## src/inc/pimd_defines.svh

```systemverilog
`ifndef PIMD_DEFINES_SVH
`define PIMD_DEFINES_SVH

// Register byte offsets
`define PIMD_CTRL_OFF      12'h000
`define PIMD_STAT_OFF      12'h004
`define PIMD_PRIO_OFF      12'h008
`define PIMD_OUT_ADDR_OFF  12'h00C
`define PIMD_OUT_DATA_OFF  12'h010
`define PIMD_PEND_OFF      12'h014
`define PIMD_PRIO_BASE_OFF 12'h080
`define PIMD_ENT_LO_OFF    12'h100
`define PIMD_ENT_HI_OFF    12'h104
// Control fields
`define PIMD_CTRL_REDIR_BIT 0
`define PIMD_CTRL_RESET     32'h0000_0001
// Address window and fields
`define PIMD_WIN_HI        12'hFEE
`define PIMD_HINT_BIT      3
`define PIMD_EID_LSB       4
`define PIMD_ID_LSB        12
// Data fields
`define PIMD_DM_LSB        8
`define PIMD_TRIG_BIT      15
`define PIMD_MASK_BIT      16
`define PIMD_DM_FIXED      3'h0
`define PIMD_VEC_MIN       8'h10
// Entry layout in the upper half
`define PIMD_HI_EID_LSB    16
`define PIMD_HI_ID_LSB     24
`define PIMD_HI_HINT_BIT   0
// Priority register fields
`define PIMD_PRIO_EN_BIT   7
`define PIMD_PRIO_RESET    8'h00
`endif

```

## src/inc/pimd_pkg.sv

```systemverilog
package pimd_pkg;
    // Router sequencing
    typedef enum logic [1:0] {PIMD_IDLE, PIMD_SEND, PIMD_WAIT} pimd_state_t;
endpackage

```

## src/inc/pimd_sel_if.sv

```systemverilog
`timescale 1ns/10ps
// Carries priority table to the selector and the chosen processor back
interface pimd_sel_if #(parameter int NPROC = 4);
    logic [NPROC*8-1:0] prio;
    logic [NPROC-1:0]   en;
    logic [$clog2(NPROC)-1:0] pick;
    logic               any;
    modport bridge (output prio, output en, input pick, input any);
    modport sel    (input prio, input en, output pick, output any);
endinterface

```

## src/hw/pimd_lowest_sel.sv

```systemverilog
`timescale 1ns/10ps
`include "pimd_defines.svh"
// Finds the enabled processor with the lowest task priority
module pimd_lowest_sel #(
    parameter int NPROC = 4
) (
    pimd_sel_if.sel s
);
    // Linear scan; ties go to the lowest index so the choice is stable
    always_comb begin
        logic [7:0] best;
        best = 8'hFF;
        s.pick = '0;
        s.any = 1'b0;
        for (int i = 0; i < NPROC; i++) begin
            // Disabled processors never win
            if (s.en[i] && (!s.any || s.prio[i*8 +: 8] < best)) begin
                best = s.prio[i*8 +: 8];
                s.pick = i[$clog2(NPROC)-1:0];
                s.any = 1'b1;
            end
        end
    end
endmodule

```

## src/hw/pimd_top.sv

```systemverilog
`timescale 1ns/10ps
`include "pimd_defines.svh"
// Interrupt router plus redirecting bridge, APB programmed.
// Entries: index e at ENT_LO + 8*e (lower half) and ENT_HI + 8*e.
module pimd_top #(
    parameter int NPIN  = 8,
    parameter int NPROC = 4
) (
    input  wire logic              pclk,
    input  wire logic              presetn,
    input  wire logic              psel,
    input  wire logic              penable,
    input  wire logic              pwrite,
    input  wire logic [11:0]       paddr,
    input  wire logic [31:0]       pwdata,
    output logic [31:0]            prdata,
    output logic                   pready,
    output logic                   pslverr,
    input  wire logic [NPIN-1:0]   irq_pin,
    input  wire logic [NPIN-1:0]   irq_level,
    input  wire logic              data_writes_idle,
    output logic                   msg_valid,
    input  wire logic              msg_ready,
    output logic [31:0]            msg_addr,
    output logic [31:0]            msg_data
);
    localparam int PW = $clog2(NPIN);
    localparam int QW = $clog2(NPROC);

    // Entry storage, lower and upper halves
    logic [31:0] ent_lo_q [NPIN];
    logic [31:0] ent_lo_d [NPIN];
    logic [31:0] ent_hi_q [NPIN];
    logic [31:0] ent_hi_d [NPIN];
    logic [NPIN-1:0] status_q, status_d;   // Delivery status bits
    logic [NPIN-1:0] pin_prev_q, pin_prev_d; // Previous pin sample for edges
    logic [31:0]     ctrl_q, ctrl_d;       // Bit 0 enables redirection
    logic [7:0]      prio_q [NPROC];       // Task priority trackers
    logic [7:0]      prio_d [NPROC];
    pimd_pkg::pimd_state_t st_q, st_d;
    logic [PW-1:0]   cur_q, cur_d;         // Pin being delivered
    logic [31:0]     addr_q, addr_d;
    logic [31:0]     data_q, data_d;
    logic            valid_q, valid_d;

    // Decoded APB strobes
    logic        wr_en;
    logic        rd_en;
    logic        ent_hit;
    logic [PW-1:0] ent_idx;
    logic        ent_hi_sel;
    logic        prio_hit;
    logic [QW-1:0] prio_idx;
    logic [31:0] rdata;
    logic        bad_addr;

    // Pin level combined with its trigger mode
    logic [NPIN-1:0] recog;
    logic            have;
    logic [PW-1:0]   first;

    pimd_sel_if #(.NPROC(NPROC)) sif ();
    pimd_lowest_sel #(.NPROC(NPROC)) u_sel (.s(sif.sel));

    // Zero wait state slave
    assign pready  = 1'b1;
    assign wr_en   = psel & penable & pwrite;
    assign rd_en   = psel & penable & ~pwrite;
    assign ent_hit = (paddr >= `PIMD_ENT_LO_OFF) && (paddr < `PIMD_ENT_LO_OFF + 12'(8*NPIN));
    assign ent_idx = PW'((paddr - `PIMD_ENT_LO_OFF) >> 3);
    assign ent_hi_sel = paddr[2];
    assign prio_hit = (paddr >= `PIMD_PRIO_BASE_OFF)
                      && (paddr < `PIMD_PRIO_BASE_OFF + 12'(4*NPROC));
    assign prio_idx = QW'((paddr - `PIMD_PRIO_BASE_OFF) >> 2);

    // Priority table goes to the selector with its enable bits
    always_comb begin
        for (int i = 0; i < NPROC; i++) begin
            sif.prio[i*8 +: 8] = prio_q[i];
            sif.en[i] = prio_q[i][`PIMD_PRIO_EN_BIT];
        end
    end

    // Read mux and unmapped decode
    always_comb begin
        rdata = 32'h0000_0000;
        bad_addr = 1'b0;
        if (paddr[1:0] != 2'h0) begin
            bad_addr = 1'b1;
        end else if (ent_hit) begin
            rdata = ent_hi_sel ? ent_hi_q[ent_idx] : ent_lo_q[ent_idx];
        end else if (prio_hit) begin
            rdata = {24'h00_0000, prio_q[prio_idx]};
        end else begin
            unique case (paddr)
                `PIMD_CTRL_OFF:     rdata = ctrl_q;
                `PIMD_STAT_OFF:     rdata = 32'(status_q);
                `PIMD_OUT_ADDR_OFF: rdata = addr_q;
                `PIMD_OUT_DATA_OFF: rdata = data_q;
                `PIMD_PEND_OFF:     rdata = {31'h0000_0000, valid_q};
                default:            bad_addr = 1'b1;
            endcase
        end
    end

    // Read data registered; error flagged only in the access phase
    always_ff @(posedge pclk or negedge presetn) begin
        if (!presetn) begin
            prdata <= 32'h0000_0000;
        end else if (psel && !penable && !pwrite) begin
            prdata <= rdata;
        end
    end
    assign pslverr = psel & penable & bad_addr;

    // Register writes
    always_comb begin
        ctrl_d = ctrl_q;
        for (int i = 0; i < NPIN; i++) begin
            ent_lo_d[i] = ent_lo_q[i];
            ent_hi_d[i] = ent_hi_q[i];
        end
        for (int i = 0; i < NPROC; i++) begin
            prio_d[i] = prio_q[i];
        end
        if (wr_en && !bad_addr) begin
            if (ent_hit && ent_hi_sel) begin
                ent_hi_d[ent_idx] = pwdata;
            end else if (ent_hit) begin
                ent_lo_d[ent_idx] = pwdata;
            end else if (prio_hit) begin
                prio_d[prio_idx] = pwdata[7:0];
            end else if (paddr == `PIMD_CTRL_OFF) begin
                ctrl_d = pwdata;
            end
        end
    end

    // Recognition: edges need a rise, levels need the pin high
    always_comb begin
        for (int i = 0; i < NPIN; i++) begin
            recog[i] = (irq_level[i] ? irq_pin[i] : irq_pin[i] & ~pin_prev_q[i])
                       & ~ent_lo_q[i][`PIMD_MASK_BIT];
        end
        have = 1'b0;
        first = '0;
        for (int i = NPIN - 1; i >= 0; i--) begin
            if (status_q[i]) begin
                have = 1'b1;
                first = PW'(i);
            end
        end
    end

    // Router and bridge sequencing
    always_comb begin
        logic [15:0] dest;
        logic        hint;
        dest = 16'h0000;
        hint = 1'b0;
        st_d = st_q;
        cur_d = cur_q;
        addr_d = addr_q;
        data_d = data_q;
        valid_d = valid_q;
        status_d = status_q;
        pin_prev_d = irq_pin;
        unique case (st_q)
            pimd_pkg::PIMD_IDLE: begin
                // Hold off until earlier data writes have drained
                if (have && data_writes_idle) begin
                    cur_d = first;
                    st_d = pimd_pkg::PIMD_SEND;
                end
            end
            pimd_pkg::PIMD_SEND: begin
                dest = {ent_hi_q[cur_q][`PIMD_HI_ID_LSB +: 8],
                        ent_hi_q[cur_q][`PIMD_HI_EID_LSB +: 8]};
                hint = ent_hi_q[cur_q][`PIMD_HI_HINT_BIT];
                // Lowest priority redirect only with a hint and an enabled tracker
                if (hint && ctrl_q[`PIMD_CTRL_REDIR_BIT] && sif.any) begin
                    dest[15:8] = 8'(sif.pick);
                end
                // Hint always cleared on the processor side
                addr_d = {`PIMD_WIN_HI, dest[15:8], dest[7:0], 1'b0, 3'h0};
                // Lower entry half, delivery mode forced to fixed
                data_d = ent_lo_q[cur_q];
                data_d[`PIMD_DM_LSB +: 3] = `PIMD_DM_FIXED;
                data_d[`PIMD_TRIG_BIT] = 1'b0;
                valid_d = 1'b1;
                st_d = pimd_pkg::PIMD_WAIT;
            end
            pimd_pkg::PIMD_WAIT: begin
                if (msg_ready) begin
                    valid_d = 1'b0;
                    status_d[cur_q] = 1'b0;
                    st_d = pimd_pkg::PIMD_IDLE;
                end
            end
            default: st_d = pimd_pkg::PIMD_IDLE;
        endcase
        // A new recognition wins over the clear of the same bit
        status_d = status_d | recog;
    end

    // State registers; reset drops every pending message
    always_ff @(posedge pclk or negedge presetn) begin
        if (!presetn) begin
            st_q <= pimd_pkg::PIMD_IDLE;
            cur_q <= '0;
            addr_q <= 32'h0000_0000;
            data_q <= 32'h0000_0000;
            valid_q <= 1'b0;
            status_q <= '0;
            pin_prev_q <= '0;
            ctrl_q <= `PIMD_CTRL_RESET;
            for (int i = 0; i < NPIN; i++) begin
                ent_lo_q[i] <= 32'(1) << `PIMD_MASK_BIT;
                ent_hi_q[i] <= 32'h0000_0000;
            end
            for (int i = 0; i < NPROC; i++) begin
                prio_q[i] <= `PIMD_PRIO_RESET;
            end
        end else begin
            st_q <= st_d;
            cur_q <= cur_d;
            addr_q <= addr_d;
            data_q <= data_d;
            valid_q <= valid_d;
            status_q <= status_d;
            pin_prev_q <= pin_prev_d;
            ctrl_q <= ctrl_d;
            for (int i = 0; i < NPIN; i++) begin
                ent_lo_q[i] <= ent_lo_d[i];
                ent_hi_q[i] <= ent_hi_d[i];
            end
            for (int i = 0; i < NPROC; i++) begin
                prio_q[i] <= prio_d[i];
            end
        end
    end

    assign msg_valid = valid_q;
    assign msg_addr  = addr_q;
    assign msg_data  = data_q;
endmodule

```

## config.mk

```make
export PLATFORM = sky130hd
export DESIGN_NAME = pimd_top
export DESIGN_NICKNAME = d
export VERILOG_FILES = /design/src/inc/pimd_pkg.sv /design/src/inc/pimd_sel_if.sv /design/src/hw/pimd_lowest_sel.sv /design/src/hw/pimd_top.sv
export VERILOG_INCLUDE_DIRS = /design/src /design/src/inc
export SDC_FILE = /design/constraint.sdc
export NUM_CORES = 1
export LEC_CHECK = 0
export ABC_AREA = 1
export BUFFER_PORTS_ARGS = -buffer_cell sky130_fd_sc_hd__buf_2
export CORE_ASPECT_RATIO = 1.75
export CORE_MARGIN = 10
export CORE_UTILIZATION = 51
export DETAILED_ROUTE_END_ITERATION = 12
export GPL_ROUTABILITY_DRIVEN = 0
export PLACE_DENSITY = 0.68
export SLEW_MARGIN = 40
export SYNTH_ARGS = -nofsm -noshare
export SYNTH_HDL_FRONTEND = slang
export SYNTH_SLANG_ARGS = --single-unit
```

## constraint.sdc

```tcl
create_clock -name pclk -period 5.6 [get_ports pclk]
set_input_delay 1.12 -clock pclk [delete_from_list [all_inputs] [get_ports pclk]]
set_output_delay 1.12 -clock pclk [all_outputs]
set_load 0.03 [all_outputs]
```

=== Yosys cells after proc, flatten, opt, wreduce, memory -nomap -nowiden ===
Cells that the tools add are included.

* Bits of input ports: 67
* Word-level logic and storage cells: 208
* Register bits: 675
* Output and inout port bits: 99

* Reductions and logical operators: 36
* $add $sub $neg: 2
* Equal/unequal tests: 8
* Bitwise gates (word level): 44
* Muxes and demuxes: 75
* Magnitude comparators: 14

{| class="wikitable"
|+ Operators with widths
! operator !! number
|-
| 256-bit bitwise mux || 2
|-
| 32-bit 2-to-1 mux || 13
|-
| 32-bit binary-select mux with 3-bit select || 4
|-
| 32-bit case mux with 5 select lines || 1
|-
| 32-bit demux with 3-bit select || 1
|-
| 8-bit 2-to-1 mux || 8
|-
| 32-bit bitwise mux || 1
|-
| 1-bit 2-to-1 mux || 27
|-
| 12-bit by 5-bit == test with 1-bit output (second input constant) || 2
|-
| 8-bit less-than comparator || 3
|-
| 3-bit 2-to-1 mux || 8
|-
| 1-bit bitwise AND || 19
|-
| 1-bit NOT || 19
|-
| 8-bit binary-select mux with 2-bit select || 1
|-
| 8-bit demux with 2-bit select || 1
|-
| 1-bit logical AND || 15
|-
| 12-bit by 3-bit == test with 1-bit output (second input constant) || 1
|-
| 12-bit by 4-bit == test with 1-bit output (second input constant) || 1
|-
| 12-bit by 8-bit >= comparator with 1-bit output (second input constant) || 1
|-
| 12-bit by 9-bit >= comparator with 1-bit output (second input constant) || 1
|-
| 12-bit logical NOT || 1
|-
| 12-bit by 8-bit less-than comparator with 1-bit output (second input constant) || 1
|-
| 12-bit by 9-bit less-than comparator with 1-bit output (second input constant) || 1
|-
| 8-bit bitwise AND || 1
|-
| other kinds (29) || 46
|}

=== Longest topological paths before layout ===
Gate-level depths: netlist (run 1).

* Depth in word-level cells: 15
* Mapped depth: 39
* Depth with buffers taken out: 36

=== Modules after synthesis ===
Synthesis (run 1) repeated with hierarchy kept, for this count alone.

* Cell total of the unflattened synthesis: 4857
* Area, all modules: 37797.5 um2

{| class="wikitable"
|+ By module, submodules not included
! module !! instances !! cells an instance !! sequential area each (um2) !! area an instance (um2)
|-
| pimd_top || 1 || 4716 || 16902.5 || 37024.3
|-
| pimd_lowest_sel || 1 || 141 || 0.0 || 773.2
|}

=== Least setup slack after synthesis (run 1) ===
OpenSTA, ideal clock, no wires.

* Kind: flip-flop to flip-flop
* Start: register prio_q[31] (netlist name)
* End: register addr_q[12] (netlist: msg_addr[12])
* Setup time: 0.077 ns
* Period minus slack after synthesis: 4.060 ns
* Required time: 5.523 ns
* Setup slack: 1.540 ns
* Stages on the path, launching flop included: 30
* Arrival: 3.982 ns
* Path buffers: 3
* Cells stage by stage: dfrtp_1 clkbuf_1 inv_1 nor2_1 ha_1 a21o_1 a21oi_1 nand2_1 nand2_1 nand2_1 clkbuf_1 o21ai_0 ha_1 a21oi_1 nor2_1 a211oi_1 nand2_1 nand2_1 nand2_1 clkbuf_1 nand2_1 o21ai_0 ha_1 a21oi_1 nor2_1 a211oi_1 nand2_1 nand2_1 nand3_1 a21oi_1

* Cells in the longest elaborated chain, start to end: 15
* Elaborated cells between the ends (all ways): 24
* Classes of those cells: order compare (3); mux (11); reduce/logical (10)

{| class="wikitable"
|+ Ends and longest elaborated chain
! what !! line !! text
|-
| start, declared || pimd_top.sv:38 || <nowiki>logic [7:0] prio_q [NPROC];</nowiki>
|-
| start signal, assigned by index || pimd_top.sv:222 || <nowiki>prio_q[i] <= `PIMD_PRIO_RESET;</nowiki>
|-
| start signal, assigned by index || pimd_top.sv:238 || <nowiki>prio_q[i] <= prio_d[i];</nowiki>
|-
| 7-bit 2-to-1 mux or 1-bit 2-to-1 mux (tied branches) || pimd_lowest_sel.sv:17 || <nowiki>if (s.en[i] && (!s.any || s.prio[i*8 +: 8] < best)) begin</nowiki>
|-
| 8-bit less-than comparator or 1-bit logical NOT (tied branches) || pimd_lowest_sel.sv:17 ||
|-
| 1-bit logical OR || pimd_lowest_sel.sv:17 ||
|-
| 1-bit logical AND || pimd_lowest_sel.sv:17 ||
|-
| 8-bit 2-to-1 mux or 1-bit 2-to-1 mux (tied branches) || pimd_lowest_sel.sv:17 ||
|-
| 8-bit less-than comparator or 1-bit logical NOT (tied branches) || pimd_lowest_sel.sv:17 ||
|-
| 1-bit logical OR || pimd_lowest_sel.sv:17 ||
|-
| 1-bit logical AND || pimd_lowest_sel.sv:17 ||
|-
| 8-bit 2-to-1 mux or 1-bit 2-to-1 mux (tied branches) || pimd_lowest_sel.sv:17 ||
|-
| 8-bit less-than comparator or 1-bit logical NOT (tied branches) || pimd_lowest_sel.sv:17 ||
|-
| 1-bit logical OR || pimd_lowest_sel.sv:17 ||
|-
| 1-bit logical AND || pimd_lowest_sel.sv:17 ||
|-
| 1-bit 2-to-1 mux || pimd_lowest_sel.sv:17 ||
|-
| 1-bit logical AND || pimd_top.sv:181 || <nowiki>if (hint && ctrl_q[`PIMD_CTRL_REDIR_BIT] && sif.any) begin</nowiki>
|-
| 8-bit 2-to-1 mux * || pimd_top.sv:181 ||
|-
| end signal, assigned || pimd_top.sv:227 || <nowiki>addr_q <= addr_d;</nowiki>
|-
| end, declared || pimd_top.sv:42 || <nowiki>logic [31:0] addr_q, addr_d;</nowiki>
|}

Mark *: on every way between the ends. The rest lies on a longest branch, timed or not.
A chain may end at the register's enable or synchronous reset.

=== Final worst setup path (run 1) ===
* Start: register prio_q[31] (netlist name)
* End: register addr_q[13] (netlist: msg_addr[13])

Same word-level chain as after synthesis.

==> results of run 1 <==
per-layer routing:
| layer | vias to the layer above | global-route usage |
|---|---|---|
| li1 | 12431 | - |
| met1 | 13877 | 0.3979 |
| met5 | - | 0 |
| met4 | 0 | 0.1769 |
| met2 | 1751 | 0.5070 |
| met3 | 418 | 0.07003 |
cells in the mapped netlist, types with 12 or more instances:
cell type / instances / share of area
a211oi_1: 12 / 0.0029
a21oi_1: 41 / 0.0066
a221oi_1: 60 / 0.017
a22o_1: 20 / 0.0057
a31oi_1: 25 / 0.0050
a32o_1: 13 / 0.0042
buf_1: 27 / 0.0033
buf_2: 17 / 0.0027
buf_4: 21 / 0.0051
clkbuf_1: 229 / 0.028
dfrtp_1: 666 / 0.54
ha_1: 18 / 0.0073
inv_1: 201 / 0.024
nand2_1: 858 / 0.10
nand2_2: 16 / 0.0032
nand3_1: 54 / 0.0087
nand4_1: 20 / 0.0040
nor2_1: 121 / 0.015
nor3_1: 18 / 0.0029
o2111ai_1: 14 / 0.0040
o211ai_1: 13 / 0.0032
o21ai_0: 659 / 0.11
o21ai_1: 38 / 0.0061
o221ai_1: 12 / 0.0034
o22ai_1: 265 / 0.054
o41ai_1: 45 / 0.013
layout make-up:
class                      instances  area (sq um)  share of cell area
sequential                       675         16900              0.4905
multi-input combinational       2387         12200              0.3539
clock buffer                      91          1788             0.05188
timing repair buffer             236          1604             0.04654
tap                              786         983.4             0.02854
inverter                         214         815.8             0.02367
clock inverter                    19         168.9            0.004901
antenna                            1         2.502          0.00007261
worst max-delay path: cells and delay by family (launching register included):
kind / cells / cell delay, ns
fa+ha+maj: 3 / 0.85
simple gates: 15 / 1.66
compound gates: 8 / 1.54
buf+inv: 1 / 0.15
flops: 1 / 0.54
path summary, 6_finish.rpt:
path                                 endpoint  cells after the start
worst max-delay path             msg_addr[13]                     27
worst min-delay path            ent_hi_q[105]                      1
worst max register to register   msg_addr[13]                     27
worst min register to register     prdata[18]                      2
max in group asynchronous        ent_lo_q[82]                      3
min in group pclk                  prdata[18]                      2
cells by family (layout without fill, tap and decap cells):
logic type,after synthesis,after routing,synth area share
buffers and inverters,508,560,0.06479
DFF,675,675,0.5456
adders and majority gates,18,18,0.007271
AOI/OAI and AO/OA,1248,1248,0.2392
other,2,14,0.0002424
and+or+nand+nor,1108,1108,0.1428
power by group:
| group | internal [mW] | total (mW) | switching, mW |
|---|---|---|---|
| Sequential | 4.96 | 5.06 | 0.104 |
| Combinational | 0.434 | 1.89 | 1.46 |
| Clock | 2.29 | 4.20 | 1.91 |
per-stage QoR:
step	power, mW	instance area, sq um	hold slack [ns]
2_1_floorplan	6.139	31020	0.4479
3_3_place_gp	6.965	32450	0.4601
3_5_place_dp	6.976	32490	0.4618
4_1_cts	11.11	34450	0.3983
5_1_grt	11.44	34460	0.4278
6_report	11.15	34460	0.3942
sequential cells by signal, indices dropped and copies added (netlist names):
name,flops
st_q,2
msg_addr,17
ent_hi_q,256
ctrl_q,32
msg_data,28
msg_valid,1
prdata,32
ent_lo_q,256
prio_q,32
pin_prev_q,8
status_q,8
cur_q,3
==> impl_metrics.yaml, run 1 <==
sta:
  setup_ws_ns: 0.7896
  min_period_over_period: 0.8590
  fmax_mhz: 207.9
  final_period_minus_worst_setup_slack_ns: 4.810
  slew_violations: 0
  hold_viol_final: 0
  rsz0062_at_grt: "no"
  worst_slew_pin_slew_ns: 0.8950
  slew_headroom: 0.3996
  setup_viol: 0
  setup_tns_ns: 0
  skew_ns: 0.01739
route:
  wl_mm: 115.5
  vias: 28477
  drt-pass1-iter-count: 6
  highest_layer: "met4"
  wl_met2_mm: 53.40
  drc: 0
  routedWlPerCell_um: 26.19
  wl_met3_mm: 12.33
  ant_nets: 0
  viasPerCell: 6.459
  initialDrtViolationCount: 3508
  wl_met1_mm: 42.84
synthesis:
  ys_seq_elements: 675
  synth.cell_area_sq_mm: 0.03098
  synth_edf_count: 0
  synthArstFlopShare: 1.000
  yosysUniqueCellTypes: 45
  synth_cells: 3559
  yosys_warnings: 0
  syn_avg_cell_area_sq_um: 8.704
  synth_seq_area_share: 0.5456
  synth-main-ff-cell: "dfrtp_1"
setup_path:
  path_max_fanout: 13
  timing.critical_path.mode_cell: "nand2_1"
  startpoint: "prio_q[31]"
  crit_arrival_ns: 5.38
  crit_slowest_cell: "dfrtp_1"
  cpPeakStageDelay_ns: 0.54
  startpoint_type: "flop"
  required_ns: 6.17
  crit_type: "reg -> reg"
  end_kind: "flop"
  reg2reg_slack_ns: 0.79
  rr_startpoint: "prio_q[31]"
power:
  p_leak_nw: 15.45
  vdd_drop_max_mv: 0.4115
  power_density_mw_per_mm2: 323.6
die:
  ioPinCount: 166
  dieHeight_um: 346.0
  core_sq_mm: 0.06015
  die_w_um: 206.3
  start_util: 0.5150
  die-area_sq_mm: 0.07139
  row_count: 119
cells_and_area:
  layout_commonest_cell: "nand2_1"
  stdcell_count: 4409
  drive_gt1_frac: 0.1085
  area_growth_pct: 11.26
  final_nets: 3658
  n_fill_cell: 5501
  utilization: 0.5729
  final_cell_mix: "nand2_1 (856), dfrtp_1 (665), o21ai_0 (659)"
cts:
  clockRootBuffer: "clkbuf_16"
  post-cts-setup-buffers: 0
  clock-sinks: 675
  post_cts_resize_count: 0
  h-tree-depth: 2
  cts.clk_slew.worst_paths_ns: 0.07
  insertion_delay_ns: 0.64
  ctsHoldBuffers: 0
  cts_tree: "done"
  numCtsBuffers: 59
  clock_path_buffers: 3
global_routing:
  antenna_found_initial: 1
  grt_usage: 0.3198
  grt_pass1_wl_mm: 174.7
  grt_overflow: 0
  grt_pass1_vias: 27735
  grt_max_degree: 117
outcome:
  status: "finished, final reports clean"
placed_design:
  place_ws_ns: 0.9744
  portBuffers: 154
  dpl.cell_count: 4298
  hpwl_mm: 71.37
flow_run:
  cap_violations: 0
hold_path:
  hold_class: "in -> async"
No activity file was read; power rests on OpenSTA's default activity.
==> run 2: changes to the inputs <==
--- a/config.mk
+++ b/config.mk
@@ -13,7 +13,7 @@
 export CORE_UTILIZATION = 51
 export DETAILED_ROUTE_END_ITERATION = 12
 export GPL_ROUTABILITY_DRIVEN = 0
-export PLACE_DENSITY = 0.68
+export PLACE_DENSITY = 0.67
 export SLEW_MARGIN = 40
 export SYNTH_ARGS = -nofsm -noshare
 export SYNTH_HDL_FRONTEND = slang
==> impl_metrics.yaml, run 2 (synthesis gave the netlist of run 1 again) <==
setup_path:
  reg2reg_slack_ns: 0.60
  cp-endpoint: "msg_addr[13]"
  end_kind: "flop"
  r2r-end: "msg_addr[13]"
  critical_path.top_delay_family: "simple AND/OR/NAND/NOR gates"
  required_ns: 6.17
  cp.depth: 27
  cpPeakStageDelay_ns: 0.52
  rr_startpoint: "prio_q[31]"
  crit_slowest_cell: "dfrtp_2"
  path_max_fanout: 13
  rr_worst_depth: 27
  crit_arrival_ns: 5.57
  timing.critical_path.mode_cell: "nand2_1"
  path_buf_inv: 1
  crit_type: "reg -> reg"
  startpoint_type: "flop"
  startpoint: "prio_q[31]"
power:
  p_leak_nw: 15.50
  power_density_mw_per_mm2: 332.5
  vdd_drop_max_mv: 0.3415
global_routing:
  grt_overflow: 0
  grt_pass1_vias: 28511
  antenna_found_initial: 4
  grt_pass1_wl_mm: 178.9
  grt_usage: 0.3293
  grt_max_degree: 141
cts:
  numCtsBuffers: 61
  clock-sinks: 675
  insertion_delay_ns: 0.64
  clockRootBuffer: "clkbuf_16"
  h-tree-depth: 2
  cts_tree: "done"
  cts.clk_slew.worst_paths_ns: 0.07
  clock_path_buffers: 3
die:
  start_util: 0.5150
  core_sq_mm: 0.06015
  ioPinCount: 166
  row_count: 119
  die_w_um: 206.3
  dieHeight_um: 346.0
  die-area_sq_mm: 0.07139
cells_and_area:
  area_growth_pct: 11.78
  drive_gt1_frac: 0.1077
  reg_top3: "ent_hi_q: 256 flops, ent_lo_q: 256 flops"
  design_area_sq_mm: 0.03463
  n_fill_cell: 5329
  final_cell_mix: "nand2_1 (856), dfrtp_1 (664), o21ai_0 (658)"
  layout_commonest_cell: "nand2_1"
  multiInputGateArea_sq_mm: 0.01217
  seq_area_sq_mm: 0.01691
  final_nets: 3654
sta:
  min_period_over_period: 0.8927
  skew_ns: 0.02287
  hold_viol_final: 0
  worst_slew_pin_slew_ns: 0.8888
  rsz0062_at_grt: "no"
  slew_violations: 0
  slew_headroom: 0.4061
  setup_tns_ns: 0
  fmax_mhz: 200.0
  final_period_minus_worst_setup_slack_ns: 4.999
  setup_viol: 0
route:
  drc: 0
  ant_nets: 0
  initialDrtViolationCount: 3779
  routedWlPerCell_um: 27.18
  drt-pass1-iter-count: 8
  viasPerCell: 6.599
  wl_mm: 119.8
  vias: 29090
placed_design:
  hpwl_mm: 72.93
  portBuffers: 154
  postPlaceCellArea_sq_mm: 0.03245
flow_run:
  cap_violations: 0
outcome:
  status: "finished, final reports clean"
hold_path:
  hold_class: "in -> async"
run 2: repair_timing:
action / CTS / global route
hold buffers: 0 / 0
endpoints found under the setup margin: 0 / 2
setup buffers: 0 / 0
gates resized for setup: 0 / 2
hold endpoints to repair: 0 / 0
run 2: worst min path at each step:
| stage | startpoint | endpoint | slack [ns] | cells after the start |
|---|---|---|---|---|
| after floorplan | ent_hi_q[10] | ent_hi_q[10] | 0.45 | 2 |
| after global placement | prdata[19] | prdata[19] | 0.46 | 2 |
| after detailed placement | prdata[19] | prdata[19] | 0.46 | 2 |
| after CTS | prdata[19] | prdata[19] | 0.48 | 2 |
| after global routing | prdata[16] | prdata[16] | 0.50 | 2 |
| final | presetn | prio_q[18] | 0.47 | 1 |
run 2: stage by stage:
| step | util | total power, mW | setup WS (ns) | hold WS, ns | instances |
|---|---|---|---|---|---|
| detailed placement | 0.5395 | 7.010 | 0.5845 | 0.4614 | 4292 |
| finish | 0.5757 | 11.51 | 0.6008 | 0.4747 | 4408 |
| CTS | 0.5755 | 11.45 | 0.5449 | 0.4791 | 4406 |
| global placement | 0.5387 | 6.987 | 0.6998 | 0.4597 | 4290 |
| global route | 0.5756 | 11.78 | 0.03812 | 0.4976 | 4407 |
| floorplan | - | 6.139 | 1.540 | 0.4479 | 3570 |
run 2: final cells by class:
class / instances / share of cell area
well taps: 786 / 0.02840
inverters: 214 / 0.02345
diodes: 2 / 0.0001445
clock inverters: 16 / 0.006649
multi-input cells: 2387 / 0.3516
clock buffers: 98 / 0.05597
repair buffers: 230 / 0.04560
flip-flops and latches: 675 / 0.4882
run 2: worst register-to-register path, delay by kind of cell, from the launching register on:
kind / cells / cell delay (ns)
buffers and inverters: 1 / 0.14
AO/OA/AOI/OAI: 7 / 1.46
adder cells (fa/ha/maj): 3 / 0.86
AND/OR/NAND/NOR: 16 / 1.97
flip-flops: 1 / 0.52
run 2: report_power, final:
group	switching, mW	total (mW)	internal, mW
logic	1.52	1.96	0.436
registers	0.0959	5.05	4.96
clock network	1.91	4.50	2.59
total	3.53	11.5	7.99
run 2: metal layers:
metal	track usage	wire [um]	part of all wire
met3	0.07695	14760	0.12
met1	0.4034	41990	0.35
met4	0.1984	8738	0.073
met5	0	27	0.00023
met2	0.5185	54290	0.45
